[config.mk]
export PLATFORM = sky130hd
export DESIGN_NAME = reload_countdown_timer
export DESIGN_NICKNAME = d
export VERILOG_FILES = /design/src/rtl/pin_sync.v /design/src/rtl/reload_countdown_timer.v /design/src/rtl/tick_prescaler.v
export VERILOG_INCLUDE_DIRS = /design/src /design/src/rtl
export SDC_FILE = /design/constraint.sdc
export NUM_CORES = 1
export LEC_CHECK = 0
export BUFFER_PORTS_ARGS = -buffer_cell sky130_fd_sc_hd__buf_2
export CAP_MARGIN = 20
export CORE_MARGIN = 4
export CORE_UTILIZATION = 50
export DETAILED_ROUTE_END_ITERATION = 10
export HOLD_SLACK_MARGIN = 0.15
export PLACE_DENSITY_LB_ADDON = 0.25
export SYNTH_ARGS = -nofsm -noshare
export SYNTH_HDL_FRONTEND = slang
export SYNTH_SLANG_ARGS = --single-unit
[constraint.sdc]
create_clock -name clk_i -period 2.47 [get_ports clk_i]
set_input_delay 0.3705 -clock clk_i [delete_from_list [all_inputs] [get_ports clk_i]]
set_output_delay 0.3705 -clock clk_i [all_outputs]
set_load 0.005 [all_outputs]
[src/rtl/timer_defines.vh]
// register map, field positions and timing constants of the reload countdown timer
`ifndef TIMER_DEFINES_VH
`define TIMER_DEFINES_VH

// register indices; byte address is four times the index
`define IDX_TIMER_MODE 8'h2a
`define IDX_PRESCALE_LOW 8'h2b
`define IDX_RELOAD_HIGH 8'h2c
`define IDX_RELOAD_LOW 8'h2d
`define IDX_COUNT_HIGH 8'h2e
`define IDX_COUNT_LOW 8'h2f
`define IDX_TIMER_CONTROL 8'h40
`define IDX_TIMER_STATUS 8'h41
`define IDX_IRQ_STATUS 8'h42
`define IDX_IRQ_MASK 8'h43

// reset values
`define RST_TIMER_MODE 8'h00
`define RST_PRESCALE_LOW 8'h00
`define RST_RELOAD 8'h00
`define RST_COUNT 16'h0000
`define RST_CONTROL 2'h0
`define RST_IRQ_MASK 1'h0

// timer mode register fields
`define MODE_AUTO_START 7
`define MODE_GATE_HI 6
`define MODE_GATE_LO 5
`define MODE_AUTO_RELOAD 4
`define MODE_PRESC_HI 3
`define MODE_PRESC_LO 0

// timer control register fields
`define CTRL_EVEN_DIVIDE 0
`define CTRL_MULTI_RECEIVE 1
`define CTRL_START_NOW 2
`define CTRL_STOP_NOW 3

// timer status register fields
`define STAT_RUNNING 0
`define STAT_GATE_OPEN 1
`define STAT_RXBITS_LO 2

// interrupt status and mask field
`define IRQ_TIMER 0

// gate source encodings
`define GATE_NONE 2'h0
`define GATE_CARD_PIN 2'h1
`define GATE_AUX_PIN 2'h2

// reference and system clock rates in kHz
`define REF_RATE_KHZ 16'd13560
`define CLK_RATE_KHZ 16'd25000

// received bits after which the auto-started timer stops
`define RX_STOP_BITS 3'h5

`endif
[src/rtl/pin_sync.v]
// two-flop synchroniser for asynchronous pin inputs
`timescale 1ns/1ns
module pin_sync
#(
  parameter WIDTH = 2
)
(
  input wire clk_i,
  input wire rst_i,
  input wire [WIDTH-1:0] async_i,
  output reg [WIDTH-1:0] sync_o
);

  reg [WIDTH-1:0] meta_reg;

  // first stage feeds only the second stage
  always @(posedge clk_i)
  begin
    if (rst_i)
    begin
      meta_reg <= {WIDTH{1'b0}};
      sync_o <= {WIDTH{1'b0}};
    end
    else
    begin
      meta_reg <= async_i;
      sync_o <= meta_reg;
    end
  end

endmodule

[src/rtl/reload_countdown_timer.v]
// reload countdown timer with wishbone register slave and interrupt
//
// Contract
// - Low prescaler byte lives in its own 8-bit read/write register.
// - Prescaler is 12 bits: mode nibble above low byte; even select resets zero.
// - Even select zero: tick rate is 13.56 MHz over 2*setting+1.
// - Even select one: tick rate is 13.56 MHz over 2*setting+2.
// - Reload high byte is read/write at offset 2Ch, reset zero.
// - Reload low byte is read/write at offset 2Dh, reset zero.
// - Every start event loads the full 16-bit reload value.
// - Reload writes do not disturb counting; used at next start.
// - Counter high byte readable, read-only, at offset 2Eh.
// - Counter low byte readable, read-only, at offset 2Fh.
// - Auto start after transmission; stop after fifth received bit unless multi-receive.
// - Without auto reload, count to zero then raise timer interrupt request.
// - With auto reload, reload at zero and keep counting down.
`timescale 1ns/1ns
`include "timer_defines.vh"
module reload_countdown_timer
#(
  parameter PRESC_WIDTH = 12,
  parameter COUNT_WIDTH = 16
)
(
  input wire clk_i,
  input wire rst_i,
  input wire wb_cyc_i,
  input wire wb_stb_i,
  input wire wb_we_i,
  input wire [9:0] wb_adr_i,
  input wire [3:0] wb_sel_i,
  input wire [31:0] wb_dat_i,
  output reg [31:0] wb_dat_o,
  output reg wb_ack_o,
  input wire tx_end_i,
  input wire rx_bit_i,
  input wire card_interface_input_pin_i,
  input wire first_auxiliary_pin_i,
  output reg timer_running_o,
  output reg irq_o
);

  // byte-lane merge used by the mode, prescaler and reload registers
  function [7:0] lane0_write;
    input [7:0] old_value;
    input [31:0] data;
    input [3:0] sel;
    begin
      lane0_write = sel[0] ? data[7:0] : old_value;
    end
  endfunction

  // -------- register state --------
  reg [7:0] timer_mode_reg;
  reg [7:0] prescale_low_bits_reg;
  reg [7:0] reload_high_bits_reg;
  reg [7:0] reload_low_bits_reg;
  reg [1:0] control_reg;
  reg irq_status_reg;
  reg irq_mask_reg;

  // -------- timer state --------
  reg [COUNT_WIDTH-1:0] count_reg;
  reg [COUNT_WIDTH-1:0] count_next;
  reg running_reg;
  reg running_next;
  reg timer_event_next;
  reg [2:0] rx_bits_reg;
  reg rx_armed_reg;
  reg [15:0] ref_acc_reg;
  reg ref_en_reg;

  // -------- decoded fields --------
  wire auto_start_after_tx;
  wire [1:0] gate_source_select;
  wire auto_reload_enable;
  wire [3:0] prescale_high_nibble;
  wire even_divide_select;
  wire multi_receive_mode;
  wire [PRESC_WIDTH-1:0] prescale_setting;
  wire [COUNT_WIDTH-1:0] reload_value;

  assign auto_start_after_tx = timer_mode_reg[`MODE_AUTO_START];
  assign gate_source_select = timer_mode_reg[`MODE_GATE_HI:`MODE_GATE_LO];
  assign auto_reload_enable = timer_mode_reg[`MODE_AUTO_RELOAD];
  assign prescale_high_nibble = timer_mode_reg[`MODE_PRESC_HI:`MODE_PRESC_LO];
  assign even_divide_select = control_reg[`CTRL_EVEN_DIVIDE];
  assign multi_receive_mode = control_reg[`CTRL_MULTI_RECEIVE];
  assign prescale_setting = {prescale_high_nibble, prescale_low_bits_reg};
  assign reload_value = {reload_high_bits_reg, reload_low_bits_reg};

  // -------- bus decode --------
  wire bus_req;
  wire bus_write;
  wire [7:0] reg_index;

  // one answer per request; the ack cycle itself is not a new request
  assign bus_req = wb_cyc_i && wb_stb_i && !wb_ack_o;
  assign bus_write = bus_req && wb_we_i;
  assign reg_index = wb_adr_i[9:2];

  wire ctrl_write;
  wire start_now;
  wire stop_now;

  assign ctrl_write = bus_write && (reg_index == `IDX_TIMER_CONTROL) && wb_sel_i[0];
  assign start_now = ctrl_write && wb_dat_i[`CTRL_START_NOW];
  assign stop_now = ctrl_write && wb_dat_i[`CTRL_STOP_NOW];

  // -------- gate pins --------
  wire [1:0] pins_sync;

  pin_sync
  #(
    .WIDTH(2)
  )
  u_pin_sync
  (
    .clk_i(clk_i),
    .rst_i(rst_i),
    .async_i({first_auxiliary_pin_i, card_interface_input_pin_i}),
    .sync_o(pins_sync)
  );

  reg gate_open;

  // gate source choice; code 11 is treated as ungated
  always @*
  begin
    case (gate_source_select)
      `GATE_NONE:
        gate_open = 1'b1;
      `GATE_CARD_PIN:
        gate_open = pins_sync[0];
      `GATE_AUX_PIN:
        gate_open = pins_sync[1];
      default:
        gate_open = 1'b1;
    endcase
  end

  // -------- 13.56 MHz reference enable --------
  // fractional accumulator: average pulse rate is exact, spacing jitters by one clock
  always @(posedge clk_i)
  begin
    if (rst_i)
    begin
      ref_acc_reg <= 16'h0000;
      ref_en_reg <= 1'b0;
    end
    else if (ref_acc_reg + `REF_RATE_KHZ >= `CLK_RATE_KHZ)
    begin
      ref_acc_reg <= ref_acc_reg + `REF_RATE_KHZ - `CLK_RATE_KHZ;
      ref_en_reg <= 1'b1;
    end
    else
    begin
      ref_acc_reg <= ref_acc_reg + `REF_RATE_KHZ;
      ref_en_reg <= 1'b0;
    end
  end

  // -------- start and stop events --------
  wire auto_start;
  wire auto_stop;
  wire start_event;
  wire stop_event;

  // automatic start at end of transmission
  assign auto_start = auto_start_after_tx && tx_end_i;
  // stop on the fifth received bit unless multi-receive
  assign auto_stop = auto_start_after_tx && !multi_receive_mode && rx_armed_reg &&
                     rx_bit_i && (rx_bits_reg == `RX_STOP_BITS - 3'h1);
  assign start_event = start_now || auto_start;
  assign stop_event = stop_now || auto_stop;

  always @(posedge clk_i)
  begin
    if (rst_i)
    begin
      rx_bits_reg <= 3'h0;
      rx_armed_reg <= 1'b0;
    end
    else if (auto_start)
    begin
      rx_bits_reg <= 3'h0;
      rx_armed_reg <= 1'b1;
    end
    else if (rx_armed_reg && rx_bit_i)
    begin
      rx_bits_reg <= rx_bits_reg + 3'h1;
      if (rx_bits_reg == `RX_STOP_BITS - 3'h1)
      begin
        rx_armed_reg <= 1'b0;
      end
    end
  end

  // -------- prescaler --------
  wire tick;

  // divide 2*setting+1 or 2*setting+2 reference pulses
  tick_prescaler
  #(
    .SET_WIDTH(PRESC_WIDTH)
  )
  u_tick_prescaler
  (
    .clk_i(clk_i),
    .rst_i(rst_i),
    .clear_i(start_event || !running_reg),
    .ref_en_i(ref_en_reg && gate_open),
    .setting_i(prescale_setting),
    .even_i(even_divide_select),
    .tick_o(tick)
  );

  // -------- count-down engine --------
  always @*
  begin
    count_next = count_reg;
    running_next = running_reg;
    timer_event_next = 1'b0;
    if (start_event)
    begin
      count_next = reload_value;
      running_next = 1'b1;
    end
    else if (stop_event)
    begin
      running_next = 1'b0;
    end
    else if (running_reg && tick)
    begin
      if (count_reg == {COUNT_WIDTH{1'b0}})
      begin
        if (auto_reload_enable)
        begin
          count_next = reload_value;
        end
        else
        begin
          running_next = 1'b0;
          timer_event_next = 1'b1;
        end
      end
      else
      begin
        count_next = count_reg - {{(COUNT_WIDTH-1){1'b0}}, 1'b1};
        if (count_reg == {{(COUNT_WIDTH-1){1'b0}}, 1'b1})
        begin
          timer_event_next = 1'b1;
          running_next = auto_reload_enable;
        end
      end
    end
  end

  // a start event, or a tick at zero with auto reload, copies the reload registers into the count
  always @(posedge clk_i)
  begin
    if (rst_i)
    begin
      count_reg <= `RST_COUNT;
      running_reg <= 1'b0;
    end
    else
    begin
      count_reg <= count_next;
      running_reg <= running_next;
    end
  end

  // -------- register writes --------
  always @(posedge clk_i)
  begin
    if (rst_i)
    begin
      timer_mode_reg <= `RST_TIMER_MODE;
      prescale_low_bits_reg <= `RST_PRESCALE_LOW;
      reload_high_bits_reg <= `RST_RELOAD;
      reload_low_bits_reg <= `RST_RELOAD;
      control_reg <= `RST_CONTROL;
      irq_mask_reg <= `RST_IRQ_MASK;
    end
    else if (bus_write)
    begin
      case (reg_index)
        `IDX_TIMER_MODE:
          timer_mode_reg <= lane0_write(timer_mode_reg, wb_dat_i, wb_sel_i);
        `IDX_PRESCALE_LOW:
          prescale_low_bits_reg <= lane0_write(prescale_low_bits_reg, wb_dat_i, wb_sel_i);
        `IDX_RELOAD_HIGH:
          reload_high_bits_reg <= lane0_write(reload_high_bits_reg, wb_dat_i, wb_sel_i);
        `IDX_RELOAD_LOW:
          reload_low_bits_reg <= lane0_write(reload_low_bits_reg, wb_dat_i, wb_sel_i);
        `IDX_TIMER_CONTROL:
          if (wb_sel_i[0])
          begin
            control_reg <= wb_dat_i[`CTRL_MULTI_RECEIVE:`CTRL_EVEN_DIVIDE];
          end
        `IDX_IRQ_MASK:
          if (wb_sel_i[0])
          begin
            irq_mask_reg <= wb_dat_i[`IRQ_TIMER];
          end
        default:
          control_reg <= control_reg;
      endcase
    end
  end

  // -------- interrupt --------
  wire irq_clear;

  assign irq_clear = bus_write && (reg_index == `IDX_IRQ_STATUS) && wb_sel_i[0] &&
                     wb_dat_i[`IRQ_TIMER];

  // a zero crossing in the clearing cycle still sets the flag
  always @(posedge clk_i)
  begin
    if (rst_i)
    begin
      irq_status_reg <= 1'b0;
      irq_o <= 1'b0;
      timer_running_o <= 1'b0;
    end
    else
    begin
      if (timer_event_next)
      begin
        irq_status_reg <= 1'b1;
      end
      else if (irq_clear)
      begin
        irq_status_reg <= 1'b0;
      end
      irq_o <= irq_status_reg && irq_mask_reg;
      timer_running_o <= running_reg;
    end
  end

  // -------- read mux and acknowledge --------
  reg [7:0] read_byte;

  always @*
  begin
    case (reg_index)
      `IDX_TIMER_MODE:
        read_byte = timer_mode_reg;
      `IDX_PRESCALE_LOW:
        read_byte = prescale_low_bits_reg;
      `IDX_RELOAD_HIGH:
        read_byte = reload_high_bits_reg;
      `IDX_RELOAD_LOW:
        read_byte = reload_low_bits_reg;
      `IDX_COUNT_HIGH:
        read_byte = count_reg[COUNT_WIDTH-1:COUNT_WIDTH-8];
      `IDX_COUNT_LOW:
        read_byte = count_reg[7:0];
      `IDX_TIMER_CONTROL:
        read_byte = {6'h00, control_reg};
      `IDX_TIMER_STATUS:
        read_byte = {3'h0, rx_bits_reg, gate_open, running_reg};
      `IDX_IRQ_STATUS:
        read_byte = {7'h00, irq_status_reg};
      `IDX_IRQ_MASK:
        read_byte = {7'h00, irq_mask_reg};
      default:
        read_byte = 8'h00;
    endcase
  end

  // every address answers after one cycle; unmapped ones read zero
  always @(posedge clk_i)
  begin
    if (rst_i)
    begin
      wb_ack_o <= 1'b0;
      wb_dat_o <= 32'h0000_0000;
    end
    else
    begin
      wb_ack_o <= bus_req;
      if (bus_req && !wb_we_i)
      begin
        wb_dat_o <= {24'h00_0000, read_byte};
      end
      else
      begin
        wb_dat_o <= 32'h0000_0000;
      end
    end
  end

endmodule

[src/rtl/tick_prescaler.v]
// timer tick prescaler: divides reference pulses by 2*setting+1 or 2*setting+2
`timescale 1ns/1ns
`include "timer_defines.vh"
module tick_prescaler
#(
  parameter SET_WIDTH = 12
)
(
  input wire clk_i,
  input wire rst_i,
  input wire clear_i,
  input wire ref_en_i,
  input wire [SET_WIDTH-1:0] setting_i,
  input wire even_i,
  output reg tick_o
);

  reg [SET_WIDTH:0] count_reg;
  wire [SET_WIDTH:0] terminal;

  // last count value before the tick: 2*setting or 2*setting+1
  assign terminal = {setting_i, even_i};

  always @(posedge clk_i)
  begin
    if (rst_i || clear_i)
    begin
      count_reg <= {(SET_WIDTH+1){1'b0}};
      tick_o <= 1'b0;
    end
    else
    begin
      tick_o <= 1'b0;
      if (ref_en_i)
      begin
        if (count_reg >= terminal)
        begin
          count_reg <= {(SET_WIDTH+1){1'b0}};
          tick_o <= 1'b1;
        end
        else
        begin
          count_reg <= count_reg + 1'b1;
        end
      end
    end
  end

endmodule

==> impl_metrics.env, run 1 <==
export IMPL_status="finished clean"
export IMPL_grt_max_degree=66
export IMPL_rsz0062_at_grt="true"
export IMPL_grt_pass1_vias=5434
export IMPL_largest_reg_flops=16
export IMPL_clk_latency_ps=360
export IMPL_drv_slew=0
export IMPL_p_leak_uw=0.00277
export IMPL_cts_buffers=9
export IMPL_synth_edf_count=0
export IMPL_synth_avg_cell_area_um2=7.92
export IMPL_core_um2=11500
export IMPL_p_total_uw=5160
export IMPL_clock_sinks=100
export IMPL_synth_xor_xnor_area_share=0.0252
export IMPL_required_ps=2750
export IMPL_hpwl_um=12400
export IMPL_dpl_cell_count=949
export IMPL_vias=5828
export IMPL_period_share=0.989
export IMPL_io_buffers=36
export IMPL_p_clk_frac=0.272
export IMPL_rows=39
export IMPL_path_max_fanout=7
export IMPL_combPwrFrac=0.366
export IMPL_synth_top_family_by_area="simple AND/OR/NAND/NOR gates"
export IMPL_diodes=0
export IMPL_die_area_um2=13600
export IMPL_seqPwrFrac=0.362
export IMPL_cp_arrival_ps=2730
export IMPL_die_y_um=117
export IMPL_maxCapViolations=0
export IMPL_netSwitchingPower_uw=1840
export IMPL_synth_compound_area_share=0.193
export IMPL_nets=910
export IMPL_drive_above_1_share=0.212
export IMPL_syn2layout_area_growth_pct=18.8
export IMPL_async_reset_ff_frac=0
export IMPL_antenna_left=0
export IMPL_crit_slowest_cell="or3b_2"
export IMPL_cpPeakStageDelay_ps=460
export IMPL_syn_instance_count=746
export IMPL_hold_viol_final=0
export IMPL_cp_cell_sequence="inv_2, ha_4, or3b_2, a32o_1, a31oi_1, nor2_1, or2_2, or3_4, a21oi_2"
export IMPL_post_place_ws_ps=-81.7
export IMPL_track_usage=0.252
export IMPL_cts_clk_slew_worst_paths_ps=70
export IMPL_start_util=0.513
export IMPL_place_area_um2=6500
export IMPL_fin_area_um2=7020
export IMPL_slew_headroom=0.514
export IMPL_setup_viol=0
export IMPL_fmax_mhz=410
export IMPL_synth_cell_types=75
export IMPL_die_w_um=117
export IMPL_ys_warn_count=0
export IMPL_ios=90
export IMPL_final_min_clock_period_ps=2440
export IMPL_routed_wl_um=16800
export IMPL_cts_buffer_depth=2
export IMPL_final_instance_count_excl_fill=979
export IMPL_crit_path_end_kind="register"
export IMPL_muxShareOfSynthArea=0.0423
export IMPL_synth_seq_cells=100
export IMPL_antenna_found_initial=0
export IMPL_crit_path_start_kind="register"
export IMPL_route_detailed_drc=0
export IMPL_overflow=0
export IMPL_swShare=0.356
export IMPL_drt_iter0_drc=488
export IMPL_final_cell_mix="95 x dfxtp_1, 92 x nand2_1, 66 x nor2_1, 66 x buf_4, 65 x a21oi_1"
export IMPL_tightest_slew_ps=729
export IMPL_grt_pass1_wl_um=27000
export IMPL_yosysSeqAreaShare=0.339
export IMPL_synth_simple_area_share=0.271
export IMPL_yosys_area_share_adder=0.0508
export IMPL_fillCellCount=1012
export IMPL_cts_root_buf="clkbuf_16"
export IMPL_layout_setup_ws_ps=28.4
export IMPL_synth_ff_type="dfxtp_1"
export IMPL_vdd_drop_max_mv=0.563
export IMPL_path_class="reg -> reg"
export IMPL_avgRoutedWirePerCell_um=17.2
export IMPL_final_common_cell="dfxtp_1"
export IMPL_viasPerCell=5.95
export IMPL_cts_tree="built"
export IMPL_routabilityCongestion=0.979
export IMPL_internal_power_uw=3330
export IMPL_skew_ps=8.85
export IMPL_hold_path_class="in -> reg"
export IMPL_power_density_nw_per_um2=735
export IMPL_htreeDepth=3
export IMPL_dr_pass1_iters=5
export IMPL_final_util=0.610
export IMPL_mappedNetlistArea_um2=5910
==> worst paths after layout <==
kind / slack [ps] / start / endpoint / cells after the start
worst min register to register: 440 / u_pin_sync.meta_reg[1]$_SDFF_PP0_ / u_pin_sync.sync_o[1]$_SDFF_PP0_ / 1
worst max register to register: 30 / ref_acc_reg[4]$_SDFF_PP0_ / ref_acc_reg[11]$_SDFF_PP0_ / 9
worst min-delay path: 230 / card_interface_input_pin_i / u_pin_sync.meta_reg[0]$_SDFF_PP0_ / 2
worst max-delay path: 30 / ref_acc_reg[4]$_SDFF_PP0_ / ref_acc_reg[11]$_SDFF_PP0_ / 9
==> per-stage QoR <==
stage / hold WS (ps) / setup TNS [ps]
after global routing: 215 / -586
after global placement: 423 / -19.6
after floorplan: 414 / -406
after detailed placement: 420 / -639
after CTS: 217 / 0
final: 232 / 0
==> per-layer routing <==
layer / vias up / global-route usage / share of wire
li1: 2793 / - / -
met1: 2747 / 0.333 / 0.44
met2: 254 / 0.410 / 0.46
met3: 34 / 0.0549 / 0.077
met4: 0 / 0.0787 / 0.020
met5: - / 0 / 0
==> synth_stat cells (8+ instances only) <==
master | count | share of area
buf_4 | 25 | 0.032
nand4_1 | 12 | 0.013
dfxtp_1 | 100 | 0.34
nand2_1 | 92 | 0.058
xnor2_1 | 10 | 0.015
mux2i_1 | 16 | 0.027
nor3_1 | 25 | 0.021
clkbuf_1 | 22 | 0.014
nor2b_1 | 12 | 0.013
ha_1 | 24 | 0.051
or3_1 | 9 | 0.0095
nand3_1 | 40 | 0.034
a21oi_1 | 68 | 0.058
and3_1 | 10 | 0.011
a22oi_1 | 8 | 0.010
inv_1 | 35 | 0.022
nor2_1 | 67 | 0.043
a31oi_1 | 9 | 0.0095
o21ai_0 | 30 | 0.025
==> repair_timing <==
item	4_1_cts	5_1_grt
cloned	0	1
hold buffers	0	0
setup buffers	4	9
pin swaps	4	13
resized for setup	6	23
setup endpoints to repair	11	20
==> logic make-up (layout without fill, tap and decap cells) <==
logic type | Yosys count | count (layout)
and+or+nand+nor | 314 | 314
other | 1 | 24
buffers and inverters | 92 | 159
adders and majority gates | 24 | 24
xor gates and xnor gates | 17 | 17
AOI/OAI and AO/OA | 178 | 178
muxes | 20 | 20
DFF | 100 | 100
==> power by group through the flow <==
stage / registers (uW) / clock network (uW) / logic, uW
after CTS: 1850 / 1430 / 1740
final: 1870 / 1410 / 1890
after detailed placement: 1890 / 0 / 1630
after global routing: 1880 / 1500 / 2080
after floorplan: 1800 / 0 / 1310
after global placement: 1880 / 0 / 1580
==> worst max-delay path, delay by kind of cell, from the launching register on <==
kind | cells | cell delay (ps)
AO/OA/AOI/OAI | 3 | 520
AND/OR/NAND/NOR | 4 | 1300
buffers and inverters | 1 | 70
flip-flops | 1 | 330
adder cells (fa/ha/maj) | 1 | 160
==> layout make-up <==
class                      instances  area (um^2)  area share
inverter                          35          134      0.0191
multi-input combinational        577         3660       0.521
timing repair buffer             108          746       0.106
sequential                       100         2010       0.286
tap                              143          179      0.0255
clock buffer                       9          225      0.0321
clock inverter                     7         68.8     0.00980
(Power assumes the default switching activity.)
==> inputs of run 2 (changes only) <==
==> constraint.sdc (replaced) <==
create_clock -name clk_i -period 3.1 [get_ports clk_i]
set_input_delay 0.465 -clock clk_i [delete_from_list [all_inputs] [get_ports clk_i]]
set_output_delay 0.465 -clock clk_i [all_outputs]
set_load 0.005 [all_outputs]
==> run 2 against run 1 <==
Effect of this change:
- register-to-register slack gained 210 ps
- final cell count shrank 5.3%
- routed wire length is 4.2% lower
- clock skew about the same
- first-iteration DRC count grew 9.4%
- critical path depth up 2
- sequential power is 20% lower
- total power fell by 27%
- non-clock buffer count is 51 lower
- utilization shrank 4.7 points
- clock power fell by 17%
- clock-buffer cell count unchanged
- largest cell class unchanged
- largest power group is now registers
- highest routed layer unchanged
==> impl_metrics.env, run 2 (synthesis gave the netlist of run 1 again) <==
export IMPL_status="finished clean"
export IMPL_rows=39
export IMPL_nets=859
export IMPL_final_cell_mix="100 x dfxtp_1, 92 x nand2_1, 68 x a21oi_1"
export IMPL_htreeDepth=3
export IMPL_io_buffers=36
export IMPL_period_share=0.924
export IMPL_track_usage=0.244
export IMPL_setup_tns_ps=0
export IMPL_die_area_um2=13600
export IMPL_path_max_fanout=10
export IMPL_cp_arrival_ps=3140
export IMPL_grt_pass1_vias=5200
export IMPL_largest_reg_flops=16
export IMPL_slew_headroom=0.258
export IMPL_grt_pass1_wl_um=26300
export IMPL_vias=5560
export IMPL_avgRoutedWirePerCell_um=17.4
export IMPL_routed_wl_um=16100
export IMPL_final_min_clock_period_ps=2860
export IMPL_clock_sinks=100
export IMPL_cts_buffer_depth=2
export IMPL_viasPerCell=6.00
export IMPL_drv_slew=0
export IMPL_cts_clk_slew_worst_paths_ps=70
export IMPL_dpl_cell_count=912
export IMPL_cts_root_buf="clkbuf_16"
export IMPL_hpwl_um=12000
export IMPL_hold_path_class="in -> reg"
export IMPL_cp_cell_sequence="inv_1, ha_1, nor4b_4, buf_4, and3_1, and3_1, o32ai_1, o21a_1, buf_4, or3_1, a21oi_1"
export IMPL_overflow=0
export IMPL_core_um2=11500
export IMPL_dr_pass1_iters=7
export IMPL_cpPeakStageDelay_ps=410
export IMPL_grt_max_degree=66
export IMPL_routabilityCongestion=0.962
export IMPL_tightest_slew_ps=1110
export IMPL_drt_iter0_drc=534
export IMPL_ios=90
export IMPL_crit_path_end_kind="register"
export IMPL_required_ps=3380
export IMPL_cts_buffers=9
export IMPL_hold_viol_final=0
export IMPL_fmax_mhz=349
export IMPL_diodes=0
export IMPL_ctsResizeCount=0
export IMPL_cts_hold_buf=0
export IMPL_cts_tree="built"
export IMPL_p_leak_uw=0.00250
export IMPL_final_common_cell="dfxtp_1"
export IMPL_syn2layout_area_growth_pct=9.74
export IMPL_clk_latency_ps=360
export IMPL_crit_slowest_cell="nor4b_4"
export IMPL_antenna_left=0
export IMPL_drive_above_1_share=0.125
export IMPL_route_detailed_drc=0
export IMPL_die_y_um=117
export IMPL_power_density_nw_per_um2=581
export IMPL_path_class="reg -> reg"
export IMPL_setup_viol=0
export IMPL_rsz0062_at_grt="false"
export IMPL_crit_buf_inv=3
export IMPL_crit_path_start_kind="register"
export IMPL_post_cts_buffers=0
export IMPL_maxCapViolations=0
export IMPL_start_util=0.513
export IMPL_path_delay_family="simple AND/OR/NAND/NOR gates"
export IMPL_antenna_found_initial=0
export IMPL_hold_worst_slack_ps=321
export IMPL_vdd_drop_max_mv=0.333
export IMPL_final_instance_count_excl_fill=927
export IMPL_die_w_um=117
export IMPL_skew_ps=8.49
[run 2: cell types whose count changed in the layout (fill, tap and decap cells not counted), sizes merged]
cell	previous run	this run
clkinv	3	1
bufinv	0	1
buf	108	57
[run 2: through the flow]
step	cell area [um^2]	total power (uW)	setup slack (ps)	util
2_1_floorplan	6000	2410	401	-
3_3_place_gp	6190	2570	339	0.537
3_5_place_dp	6190	2600	297	0.537
4_1_cts	6490	3770	250	0.563
5_1_grt	6490	4000	10.7	0.563
6_report	6490	3770	236	0.563
[run 2: metal layers]
metal,part of all wire,GRT usage,up-vias
met5,0,0,-
met4,0.020,0.0680,0
met3,0.070,0.0503,30
met2,0.48,0.397,221
met1,0.43,0.330,2620
li1,-,-,2689
[run 2: final cells by class]
cell class / count / area (um^2)
fillers: 1093 / 5030
multi-input cells: 577 / 3540
flip-flops and latches: 100 / 2000
repair buffers: 57 / 338
clock buffers: 9 / 225
well taps: 143 / 179
inverters: 35 / 131
clock inverters: 6 / 72.6
[run 2: final timing paths]
path	end	from	cells after the start	slack (ps)
setup / recovery	ref_acc_reg[7]$_SDFF_PP0_	ref_acc_reg[4]$_SDFF_PP0_	11	240
hold / removal	u_pin_sync.meta_reg[1]$_SDFF_PP0_	first_auxiliary_pin_i	2	320
setup reg to reg	ref_acc_reg[7]$_SDFF_PP0_	ref_acc_reg[4]$_SDFF_PP0_	11	240
hold reg to reg	u_pin_sync.sync_o[1]$_SDFF_PP0_	u_pin_sync.meta_reg[1]$_SDFF_PP0_	1	440
[run 2: worst reg2reg max path: cells and delay by family, from the launching register on]
kind                     cells  cell delay (ps)
AND/OR/NAND/NOR              4             1080
buffers and inverters        3              490
adder cells (fa/ha/maj)      1              350
AO/OA/AOI/OAI                3              490
flip-flops                   1              380
[run 2: power by group]
part,internal (uW),leakage [uW],total (uW),switching [uW]
Sequential,1360,0.000809,1500,137
Combinational,466,0.00154,1110,642
Clock,632,0.000143,1170,536
Total,2460,0.00250,3770,1320
==> inputs of run 3 (changes only) <==
--- a/config.mk
+++ b/config.mk
@@ -15,4 +15,5 @@
 export PLACE_DENSITY_LB_ADDON = 0.25
 export SYNTH_ARGS = -nofsm -noshare
 export SYNTH_HDL_FRONTEND = slang
+export SYNTH_HIERARCHICAL = 1
 export SYNTH_SLANG_ARGS = --single-unit
==> run 3 against run 2 <==
Effect of this change:
- via count is 1.0% lower
- sequential share of layout area is 0.24 points lower
- critical path depth is 2 lower
- clock skew is 2.0 ps higher
- worst setup slack better by 60 ps
- total power is 4.8% higher
- register-to-register slack better by 60 ps
- global-route usage is 0.62 points lower
==> impl_metrics.env, run 3 <==
export IMPL_grt_max_degree=46
export IMPL_p_clk_frac=0.299
export IMPL_synth_avg_cell_area_um2=8.17
export IMPL_synth_top_area_frac=0.334
export IMPL_final_min_clock_period_ps=2800
export IMPL_dr_pass1_iters=5
export IMPL_crit_path_end_kind="register"
export IMPL_status="finished clean"
export IMPL_maxCapViolations=0
export IMPL_core_um2=11600
export IMPL_io_buffers=36
export IMPL_cp_arrival_ps=3010
export IMPL_cp_cell_sequence="inv_1, ha_1, xnor2_1, and2b_2, o311a_1, o32ai_2, buf_4, mux2i_1, o311ai_1"
export IMPL_synth_top_area_cell="dfxtp_1"
export IMPL_largest_reg_flops=16
export IMPL_overflow=0
export IMPL_syn2layout_area_growth_pct=9.20
export IMPL_rsz0062_at_grt="false"
export IMPL_fmax_mhz=357
export IMPL_combPwrFrac=0.330
export IMPL_hold_path_class="in -> reg"
export IMPL_antenna_left=0
export IMPL_swShare=0.351
export IMPL_async_reset_ff_frac=0
export IMPL_seqPwrFrac=0.371
export IMPL_ys_warn_count=6
export IMPL_vias=5502
export IMPL_cts_root_buf="clkbuf_16"
export IMPL_clk_latency_ps=350
export IMPL_mappedNetlistArea_um2=5990
export IMPL_start_util=0.518
export IMPL_final_common_cell="dfxtp_1"
export IMPL_synth_top_cells_by_count="100 x dfxtp_1, 89 x nand2_1, 59 x a21oi_1, 58 x nor2_1, 38 x nand3_1"
export IMPL_cts_buffer_depth=2
export IMPL_ctsResizeCount=0
export IMPL_drv_slew=0
export IMPL_p_total_uw=3950
export IMPL_path_delay_family="compound AO/OA/AOI/OAI gates"
export IMPL_drt_iter0_drc=600
export IMPL_crit_buf_inv=2
export IMPL_crit_slowest_cell="xnor2_1"
export IMPL_die_y_um=117
export IMPL_routed_wl_um=16600
export IMPL_slew_headroom=0.507
export IMPL_multi_input_area_um2=3610
export IMPL_route_detailed_drc=0
export IMPL_p_leak_uw=0.00249
export IMPL_synth_seq_cells=100
export IMPL_routabilityCongestion=0.949
export IMPL_crit_path_start_kind="register"
export IMPL_synth_ff_type="dfxtp_1"
export IMPL_synth_cell_types=78
export IMPL_post_cts_buffers=0
export IMPL_netSwitchingPower_uw=1390
export IMPL_avgRoutedWirePerCell_um=18.2
export IMPL_cts_tree="built"
export IMPL_tightest_slew_ps=736
export IMPL_path_class="reg -> reg"
export IMPL_viasPerCell=6.04
export IMPL_track_usage=0.238
export IMPL_skew_ps=10.5
export IMPL_internal_power_uw=2570
export IMPL_hold_viol_final=0
export IMPL_final_util=0.565
export IMPL_hpwl_um=12500
export IMPL_cts_buffers=9
export IMPL_final_cell_mix="100 x dfxtp_1, 89 x nand2_1, 59 x a21oi_1"
export IMPL_yosysMostFrequentCell="dfxtp_1"
export IMPL_drive_above_1_share=0.128
export IMPL_die_w_um=117
export IMPL_syn_instance_count=733
export IMPL_setup_viol=0
export IMPL_cpPeakStageDelay_ps=410
export IMPL_cts_hold_buf=0
export IMPL_nets=843
export IMPL_grt_pass1_wl_um=26900
export IMPL_synth_edf_count=0
export IMPL_yosysSeqAreaShare=0.334
export IMPL_rows=39
export IMPL_ios=90
export IMPL_antenna_found_initial=0
export IMPL_period_share=0.905
export IMPL_power_density_nw_per_um2=605
export IMPL_fillCellCount=1083
export IMPL_htreeDepth=3
export IMPL_die_area_um2=13800
export IMPL_setup_tns_ps=0
export IMPL_final_seq_area_um2=2000
export IMPL_grt_pass1_vias=5182
export IMPL_cts_clk_slew_worst_paths_ps=70
export IMPL_path_max_fanout=5
export IMPL_vdd_drop_max_mv=0.448
export IMPL_synth_area_leaders="dfxtp_1 33%, nand2_1 5.6%, ha_1 5.2%"
export IMPL_clock_sinks=100
export IMPL_required_ps=3310
export IMPL_diodes=0
==> run 3: kinds of logic after synthesis <==
| group | share of synthesized area |
|---|---|
| other cells | 0.000626 |
| simple gates | 0.252 |
| flops | 0.334 |
| mux | 0.0545 |
| xor+xnor | 0.0420 |
| compound gates | 0.187 |
| fa+ha+maj | 0.0522 |
| buf+inv | 0.0775 |
==> run 3: path summary, 6_finish.rpt <==
check,start,endpoint,slack [ps],cells after the start
max,ref_acc_reg[4]$_SDFF_PP0_,ref_acc_reg[6]$_SDFF_PP0_,300,9
min reg2reg,u_pin_sync/meta_reg[0]$_SDFF_PP0_,u_pin_sync/sync_o[0]$_SDFF_PP0_,450,1
min,card_interface_input_pin_i,u_pin_sync/meta_reg[0]$_SDFF_PP0_,320,2
max reg2reg,ref_acc_reg[4]$_SDFF_PP0_,ref_acc_reg[6]$_SDFF_PP0_,300,9
==> run 3: final cells by class <==
type,count,area share
clock buffers,11,0.0371
well taps,143,0.0274
inverters,32,0.0184
repair buffers,54,0.0482
flip-flops and latches,100,0.306
clock inverters,5,0.00995
multi-input cells,566,0.553
==> run 3: per-layer routing <==
layer | vias up | share of wire | track usage
li1 | 2665 | - | -
met1 | 2620 | 0.43 | 0.311
met2 | 188 | 0.48 | 0.391
met3 | 29 | 0.075 | 0.0650
met4 | 0 | 0.018 | 0.0616
met5 | - | 0 | 0
==> run 3: power by group through the flow <==
stage | clock network (uW) | registers (uW) | logic [uW]
6_report | 1180 | 1470 | 1310
5_1_grt | 1260 | 1480 | 1440
4_1_cts | 1210 | 1460 | 1290
3_5_place_dp | 0 | 1490 | 1290
3_3_place_gp | 0 | 1490 | 1230
2_1_floorplan | 0 | 1460 | 1080
==> run 3: stage by stage <==
| stage | setup slack, ps | area, um^2 | cells | hold slack, ps |
|---|---|---|---|---|
| global route | 70.7 | 6540 | 911 | 322 |
| finish | 296 | 6540 | 911 | 324 |
| CTS | 319 | 6540 | 911 | 314 |
| floorplan | 432 | 6070 | 756 | 414 |
| detailed placement | 356 | 6230 | 895 | 435 |
| global placement | 433 | 6230 | 895 | 426 |
